<file path="src/inc/pmt_consts.svh">
// offsets, field positions, reset values and timing counts of the timer
`ifndef PMT_CONSTS_SVH
`define PMT_CONSTS_SVH

// register byte offsets on the apb bus
`define PMT_OFF_CONTROL   12'h000
`define PMT_OFF_PERIOD    12'h004
`define PMT_OFF_COUNT     12'h008
`define PMT_OFF_STATUS    12'h00c
`define PMT_OFF_MASK      12'h010

// control field positions
`define PMT_PRE_LSB       0
`define PMT_RUN_BIT       2
`define PMT_POST_LSB      3

// reset values
`define PMT_CONTROL_RST   8'h00
`define PMT_PERIOD_RST    8'hff
`define PMT_COUNT_RST     8'h00

// instruction clock is a quarter of the oscillator
`define PMT_INSTR_DIV     4

`endif

</file>
<file path="src/inc/pmt_pkg.sv">
// types shared by the timer design files
package pmt_pkg;

    // prescale divide selection
    typedef enum logic [1:0]
    {
        pmt_pre_1,
        pmt_pre_4,
        pmt_pre_16a,
        pmt_pre_16b
    } pmt_pre_e;

    // register selected by an apb address
    typedef enum logic [2:0]
    {
        pmt_reg_control,
        pmt_reg_period,
        pmt_reg_count,
        pmt_reg_status,
        pmt_reg_mask,
        pmt_reg_none
    } pmt_reg_e;

endpackage : pmt_pkg

</file>
<file path="src/rtl/pmt_prescaler.sv">
// prescaler: divides the instruction tick by 1, 4 or 16
`timescale 1ns/1ps
`default_nettype none
`include "pmt_consts.svh"

module pmt_prescaler
(
    // clock and reset
    input  wire logic       pclk,
    input  wire logic       presetn,
    // control
    input  wire logic       clear,
    input  wire logic       tick_in,
    input  wire logic [1:0] select,
    // output pulse
    output logic            tick_out
);

    logic [3:0] count;
    logic [3:0] limit;

    // last count of the selected ratio
    always_comb
    begin
        unique case (pmt_pkg::pmt_pre_e'(select))
            pmt_pkg::pmt_pre_1:   limit = 4'h0;
            pmt_pkg::pmt_pre_4:   limit = 4'h3;
            pmt_pkg::pmt_pre_16a: limit = 4'hf;
            pmt_pkg::pmt_pre_16b: limit = 4'hf;
        endcase
    end

    // count instruction ticks, cleared by control or counter writes
    always_ff @(posedge pclk or negedge presetn)
    begin
        if (!presetn)
            count <= 4'h0;
        else if (clear)
            count <= 4'h0;
        else if (tick_in)
            count <= (count >= limit) ? 4'h0 : count + 4'h1;
    end

    assign tick_out = tick_in && !clear && (count >= limit);

endmodule : pmt_prescaler

`default_nettype wire

</file>
<file path="src/rtl/pmt_postscaler.sv">
// postscaler: one output pulse per select+1 match events
`timescale 1ns/1ps
`default_nettype none
`include "pmt_consts.svh"

module pmt_postscaler
(
    // clock and reset
    input  wire logic       pclk,
    input  wire logic       presetn,
    // control
    input  wire logic       clear,
    input  wire logic       match,
    input  wire logic [3:0] select,
    // output pulse
    output logic            event_out
);

    logic [3:0] count;

    // count matches, wrapping at the selected ratio
    always_ff @(posedge pclk or negedge presetn)
    begin
        if (!presetn)
            count <= 4'h0;
        else if (clear)
            count <= 4'h0;
        else if (match)
            count <= (count >= select) ? 4'h0 : count + 4'h1;
    end

    assign event_out = match && !clear && (count >= select);

endmodule : pmt_postscaler

`default_nettype wire

</file>
<file path="src/rtl/pmt_timer.sv">
// period match timer with apb registers and masked interrupt
// ----------------------------------------------------------------
// ----------------------------------------------------------------
`timescale 1ns/1ps
`default_nettype none
`include "pmt_consts.svh"

module pmt_timer
(
    // apb slave
    input  wire logic        pclk,
    input  wire logic        presetn,
    input  wire logic        psel,
    input  wire logic        penable,
    input  wire logic        pwrite,
    input  wire logic [11:0] paddr,
    input  wire logic [31:0] pwdata,
    output logic      [31:0] prdata,
    output logic             pready,
    output logic             pslverr,
    // interrupt
    output logic             irq
);

    // ------------------------------------------------------------
    // register decode
    // ------------------------------------------------------------
    logic [6:0] timer_control;
    logic [7:0] period_value;
    logic [7:0] count_value;
    logic       peripheral_flag_register;
    logic       irq_mask;
    logic [1:0] instr_phase;
    logic       instr_tick;
    logic       pre_tick;
    logic       match;
    logic       post_event;
    logic       wr;
    logic       rd;
    logic       scaler_clear;
    pmt_pkg::pmt_reg_e sel_reg;

    // map an address onto a register
    function automatic pmt_pkg::pmt_reg_e decode(input logic [11:0] a);
        unique case (a)
            `PMT_OFF_CONTROL: decode = pmt_pkg::pmt_reg_control;
            `PMT_OFF_PERIOD:  decode = pmt_pkg::pmt_reg_period;
            `PMT_OFF_COUNT:   decode = pmt_pkg::pmt_reg_count;
            `PMT_OFF_STATUS:  decode = pmt_pkg::pmt_reg_status;
            `PMT_OFF_MASK:    decode = pmt_pkg::pmt_reg_mask;
            default:          decode = pmt_pkg::pmt_reg_none;
        endcase
    endfunction : decode

    // zero wait state slave; unmapped addresses answer with an error
    assign sel_reg = decode(paddr);
    assign pready  = 1'b1;
    assign pslverr = psel && penable && (sel_reg == pmt_pkg::pmt_reg_none);
    assign wr      = psel && penable && pwrite &&
                     (sel_reg != pmt_pkg::pmt_reg_none);
    assign rd      = psel && !pwrite;

    // scaler clear on control or counter write
    assign scaler_clear = wr &&
                          ((sel_reg == pmt_pkg::pmt_reg_control) ||
                           (sel_reg == pmt_pkg::pmt_reg_count));

    // ------------------------------------------------------------
    // control registers
    // ------------------------------------------------------------
    // control holds only seven bits, so bit 7 cannot be stored
    always_ff @(posedge pclk or negedge presetn)
    begin
        if (!presetn)
            timer_control <= 7'(`PMT_CONTROL_RST);
        else if (wr && sel_reg == pmt_pkg::pmt_reg_control)
            timer_control <= pwdata[6:0];
    end

    // period register
    always_ff @(posedge pclk or negedge presetn)
    begin
        if (!presetn)
            period_value <= `PMT_PERIOD_RST;
        else if (wr && sel_reg == pmt_pkg::pmt_reg_period)
            period_value <= pwdata[7:0];
    end

    // interrupt mask
    always_ff @(posedge pclk or negedge presetn)
    begin
        if (!presetn)
            irq_mask <= 1'b0;
        else if (wr && sel_reg == pmt_pkg::pmt_reg_mask)
            irq_mask <= pwdata[0];
    end

    // ------------------------------------------------------------
    // timebase
    // ------------------------------------------------------------
    // instruction tick every fourth pclk, gated by run enable
    always_ff @(posedge pclk or negedge presetn)
    begin
        if (!presetn)
            instr_phase <= 2'h0;
        else
            instr_phase <= instr_phase + 2'h1;
    end

    assign instr_tick = (instr_phase == 2'(`PMT_INSTR_DIV - 1)) &&
                        timer_control[`PMT_RUN_BIT];

    pmt_prescaler u_pre
    (
        .pclk     (pclk),
        .presetn  (presetn),
        .clear    (scaler_clear),
        .tick_in  (instr_tick),
        .select   (timer_control[`PMT_PRE_LSB +: 2]),
        .tick_out (pre_tick)
    );

    // match is evaluated on the increment that leaves the period value
    assign match = pre_tick && (count_value == period_value);

    // counter; a software write wins over counting, control writes keep it
    always_ff @(posedge pclk or negedge presetn)
    begin
        if (!presetn)
            count_value <= `PMT_COUNT_RST;
        else if (wr && sel_reg == pmt_pkg::pmt_reg_count)
            count_value <= pwdata[7:0];
        else if (match)
            count_value <= 8'h00;
        else if (pre_tick)
            count_value <= count_value + 8'h01;
    end

    pmt_postscaler u_post
    (
        .pclk      (pclk),
        .presetn   (presetn),
        .clear     (scaler_clear),
        .match     (match),
        .select    (timer_control[`PMT_POST_LSB +: 4]),
        .event_out (post_event)
    );

    // ------------------------------------------------------------
    // interrupt
    // ------------------------------------------------------------
    // sticky flag; a new event in the clearing cycle wins
    always_ff @(posedge pclk or negedge presetn)
    begin
        if (!presetn)
            peripheral_flag_register <= 1'b0;
        else if (post_event)
            peripheral_flag_register <= 1'b1;
        else if (wr && sel_reg == pmt_pkg::pmt_reg_status && pwdata[0])
            peripheral_flag_register <= 1'b0;
    end

    assign irq = peripheral_flag_register && irq_mask;

    // read data registered in setup so it is stable in access
    always_ff @(posedge pclk or negedge presetn)
    begin
        if (!presetn)
            prdata <= 32'h0000_0000;
        else if (rd && !penable)
        begin
            unique case (sel_reg)
                pmt_pkg::pmt_reg_control: prdata <= {25'h0, timer_control};
                pmt_pkg::pmt_reg_period:  prdata <= {24'h0, period_value};
                pmt_pkg::pmt_reg_count:   prdata <= {24'h0, count_value};
                pmt_pkg::pmt_reg_status:
                    prdata <= {31'h0, peripheral_flag_register};
                pmt_pkg::pmt_reg_mask:    prdata <= {31'h0, irq_mask};
                pmt_pkg::pmt_reg_none:    prdata <= 32'h0000_0000;
            endcase
        end
    end

    // ------------------------------------------------------------
    // assertions
    // ------------------------------------------------------------
    property p_period_reset;
        @(posedge pclk) disable iff (!presetn)
        $rose(presetn) |-> period_value == 8'hff;
    endproperty
    a_period_reset: assert property (p_period_reset)
        else $error("period not ff after reset");

    property p_wrap;
        @(posedge pclk) disable iff (!presetn)
        match && !wr |=> count_value == 8'h00;
    endproperty
    a_wrap: assert property (p_wrap)
        else $error("counter did not wrap on match");

    property p_step;
        @(posedge pclk) disable iff (!presetn)
        pre_tick && !match && !wr
        |=> count_value == $past(count_value) + 8'h01;
    endproperty
    a_step: assert property (p_step)
        else $error("counter did not step");

    property p_quarter;
        @(posedge pclk) disable iff (!presetn)
        instr_tick |=> !instr_tick [*3];
    endproperty
    a_quarter: assert property (p_quarter)
        else $error("instruction tick faster than a quarter");

    property p_stopped;
        @(posedge pclk) disable iff (!presetn)
        !timer_control[`PMT_RUN_BIT] |-> !match && !post_event;
    endproperty
    a_stopped: assert property (p_stopped)
        else $error("activity while stopped");

    property p_ctl_keep;
        @(posedge pclk) disable iff (!presetn)
        wr && sel_reg == pmt_pkg::pmt_reg_control
        |=> count_value == $past(count_value);
    endproperty
    a_ctl_keep: assert property (p_ctl_keep)
        else $error("control write changed counter");

    property p_flag_set;
        @(posedge pclk) disable iff (!presetn)
        post_event |=> peripheral_flag_register;
    endproperty
    a_flag_set: assert property (p_flag_set)
        else $error("flag not set by postscaler");

    property p_flag_hold;
        @(posedge pclk) disable iff (!presetn)
        peripheral_flag_register &&
        !(wr && sel_reg == pmt_pkg::pmt_reg_status && pwdata[0])
        |=> peripheral_flag_register;
    endproperty
    a_flag_hold: assert property (p_flag_hold)
        else $error("flag dropped without clear");

    property p_no_pre_in_clear;
        @(posedge pclk) disable iff (!presetn)
        scaler_clear |-> !pre_tick && !post_event;
    endproperty
    a_no_pre_in_clear: assert property (p_no_pre_in_clear)
        else $error("scaler output during clear");

endmodule : pmt_timer

`default_nettype wire

</file>
<file path="config.mk">
export PLATFORM = sky130hd
export DESIGN_NAME = pmt_timer
export DESIGN_NICKNAME = d
export VERILOG_FILES = /design/src/inc/pmt_pkg.sv /design/src/rtl/pmt_prescaler.sv /design/src/rtl/pmt_postscaler.sv /design/src/rtl/pmt_timer.sv
export VERILOG_INCLUDE_DIRS = /design/src /design/src/inc
export SDC_FILE = /design/constraint.sdc
export NUM_CORES = 1
export LEC_CHECK = 0
export ABC_AREA = 1
export BUFFER_PORTS_ARGS = -buffer_cell sky130_fd_sc_hd__buf_4
export CAP_MARGIN = 40
export CORE_ASPECT_RATIO = 1.5
export CORE_MARGIN = 2
export CORE_UTILIZATION = 40
export CTS_BUF_LIST = sky130_fd_sc_hd__clkbuf_8
export DETAILED_ROUTE_END_ITERATION = 10
export SYNTH_ARGS = -nofsm -noshare
export SYNTH_HDL_FRONTEND = slang
export SYNTH_SLANG_ARGS = --single-unit
</file>
<file path="constraint.sdc">
create_clock -name pclk -period 2.3 [get_ports pclk]
set_input_delay 0.46 -clock pclk [delete_from_list [all_inputs] [get_ports pclk]]
set_output_delay 0.46 -clock pclk [all_outputs]
set_load 0.005 [all_outputs]
</file>
==> out/results.txt <==
CP Launch Type - flip-flop
Mapped Avg Cell Area - 7.656 µm²
Final GP Congestion - 0.8644
Die X - 74.18 µm
outcome - finished clean
area grow syn2layout - 12.62%
Static Leakage - 1.730 nW
clock group share of total power - 0.360
I/O Pins - 84
hold_buf cts - 0
end of the worst register-to-register path - count_value[0]
TritonCTS buffer count - 5
Slew Limit Fails - 0
Final setup viols - 0
period utilization - 0.8658
CP endpoint kind - flip-flop
DRC violation count after routing - 0
clk_lat worst skew - 0.31 ns
slew margin rel. - 0.6089
Power Density - 400.2 mW/mm²
Antenna Nets Post-Route - 0
Fin Clk Skew - 0.009986 ns
vias in the first global route - 2258
Max Cap Viol - 0
Req. time, crit path - 2.54 ns
Inserted Diodes - 0
HPWL after DPL - 5223 µm
crit path DAT - 2.24 ns
R2R depth - 10
Placeable Area - 0.007179 mm²
Std-Cell Rows - 38
first-pass GRT wire length - 10900 µm
final net count - 487
initial core utilization - 0.4116
Vias per Instance - 4.681
via count - 2467
number of setup buffers added after CTS - 0
NetSw - 0.0003355 W
largest net degree at the start of global routing - 44
Die ar. - 0.008106 mm²
Final Core Density - 0.4636
clk root buf - clkbuf_8
critical path fanouts, max - 11
Sw Ratio - 0.2519
Unique masters post-synth - 36
flop2flop setup slack - 0.31 ns
reg-to-reg critical path startpoint - timer_control[1]
Comb pwr share - 0.072
flops & latches, synth - 43
Final Hold Viols - 0
maximum clock path buffer count - 2
RSZ-0062 raised after global routing - false
HP Class - primary input to async pin
Fin Setup TNS - 0 ns
fmax - 502.2 MHz
DRT iter0 DRCs - 150
shortest period the worst path allows - 1.991 ns
worst slew pin tran - 0.5867 ns
layout cell share with drive strength beyond 1 - 0.2108
GR Overflow Total - 0
Post-Syn Area - 0.002955 mm²
CTS tree - built
GRT Resource Usage Total - 0.1808
Pre-antenna DRT Iters - 4
Buffers on Ports - 34
H-tree levels - 2
Seq pwr share - 0.568
WHS - 0.1533 ns
Mapped Cells - 386
clk sink count - 43
Worst Setup Path Type - flip-flop to flip-flop
routed len/inst - 12.80 µm
initial antenna violation count - 0
die height - 109.3 µm
internal power - 0.0009963 W
synth warn - 0
clock-pin slew on the worst setup and hold paths - 0.08 ns
peak supply drop - 0.0002482 V
register area share after synthesis - 0.3675
Routed WL - 6748 µm
flip-flops by register name, indices dropped and copies added (netlist names):
| signal | cells |
|---|---|
| count_value | 8 |
| instr_phase | 2 |
| irq_mask | 1 |
| period_value | 8 |
| peripheral_flag_register | 1 |
| prdata | 8 |
| timer_control | 7 |
| u_post.count | 4 |
| u_pre.count | 4 |
layer usage:
layer	vias to the layer above	wire [µm]	GRT usage
li1	1249	-	-
met1	1144	2638	0.2015
met2	62	3645	0.3240
met3	12	253	0.03142
met4	0	211	0.08701
met5	-	0	0
per-stage QoR:
stage / instances / area (µm²) / setup slack [ns] / total power [W]
floorplan: 409 / 3042 / 0.5686 / 0.0008351
finish: 527 / 3328 / 0.3087 / 0.001332
global route: 527 / 3328 / 0.09612 / 0.001391
CTS: 527 / 3323 / 0.1745 / 0.001344
detailed placement: 519 / 3242 / 0.1925 / 0.0008676
global placement: 519 / 3242 / 0.2358 / 0.0008663
worst max-delay path by stage:
stage	startpoint	to	slack, ns	depth (start not counted)
floorplan	timer_control[1]	count_value[7]	0.57	12
global placement	timer_control[1]	count_value[2]	0.24	10
detailed placement	timer_control[1]	count_value[0]	0.19	10
CTS	timer_control[1]	count_value[0]	0.17	10
global route	timer_control[1]	count_value[4]	0.1	10
finish	timer_control[1]	count_value[0]	0.31	10
worst max-delay path: stages (launching register included):
cell      delay, ns
dfrtp_1        0.41
nor2_1         0.16
inv_1          0.06
ha_1           0.17
nor2_1         0.10
nor2_1         0.04
o211ai_1       0.32
nand3_4        0.27
nor2_4         0.25
nand2_1        0.08
nand3_1        0.07
kinds of logic (layout without fill, tap and decap cells):
kind of cell,after synthesis,in the layout,synth area share
adders and majority gates,12,12,0.05080
xor gates and xnor gates,15,15,0.04445
other,2,25,0.002541
DFF,43,43,0.3675
buffers and inverters,83,101,0.1503
and+or+nand+nor,188,188,0.2972
AOI/OAI and AO/OA,43,43,0.08722
what timing repair did:
action	4_1_cts	5_1_grt
endpoints found under the hold margin	0	0
endpoints found under the setup margin	0	2
gates resized for setup	0	1
synth_stat cells, drive strengths merged:
| library cell | instances | area (µm²) |
|---|---|---|
| dfstp | 8 | 210.2 |
| buf | 31 | 247.7 |
| dfrtp | 35 | 875.8 |
| conb | 2 | 7.510 |
| nor3 | 5 | 41.29 |
| xor2 | 11 | 96.34 |
| inv | 49 | 183.9 |
| xnor2 | 4 | 35.03 |
| nand4 | 4 | 25.02 |
| o21ai | 31 | 181.4 |
| nand2 | 103 | 404.1 |
| nand3 | 39 | 237.7 |
| o31ai | 1 | 7.510 |
| clkinv | 2 | 7.510 |
| clkbuf | 1 | 5.000 |
| o21bai | 1 | 7.510 |
| ha | 12 | 150.1 |
| o22ai | 1 | 6.260 |
| a21oi | 5 | 25.02 |
| nor2 | 37 | 170.2 |
| o2bb2ai | 1 | 8.760 |
| o211ai | 2 | 15.01 |
| a31oi | 1 | 6.260 |
cell usage in the layout (no fill, tap or decap), types with 2 or more instances in the layout:
cell,n
a21oi_1,5
buf_4,41
clkbuf_8,5
clkinv_1,2
conb_1,25
dfrtp_1,35
dfstp_2,8
ha_1,12
inv_1,47
inv_2,4
nand2_1,96
nand2_2,7
nand3_1,32
nand3_2,6
nand4_1,4
nor2_1,30
nor2_2,5
nor3_1,3
o211ai_1,2
o21ai_0,17
o21ai_1,7
o21ai_2,7
xnor2_1,4
xor2_1,11
cell type report:
cell class	count	area, µm²
clock buffer	5	68.82
clock inverter	3	12.51
fill	728	3851
inverter	51	191.4
multi-input combinational	283	1516
sequential	43	1086
tap	100	125.1
timing repair buffer	42	327.8
power groups by stage:
stage	registers (W)	logic, W	clock network [W]
floorplan	0.000771	0.0000643	0
global placement	0.000771	0.0000958	0
detailed placement	0.000771	0.0000971	0
CTS	0.000756	0.0000973	0.000491
global route	0.000756	0.000110	0.000525
finish	0.000756	0.0000961	0.000480
(Power assumes the default switching activity.)
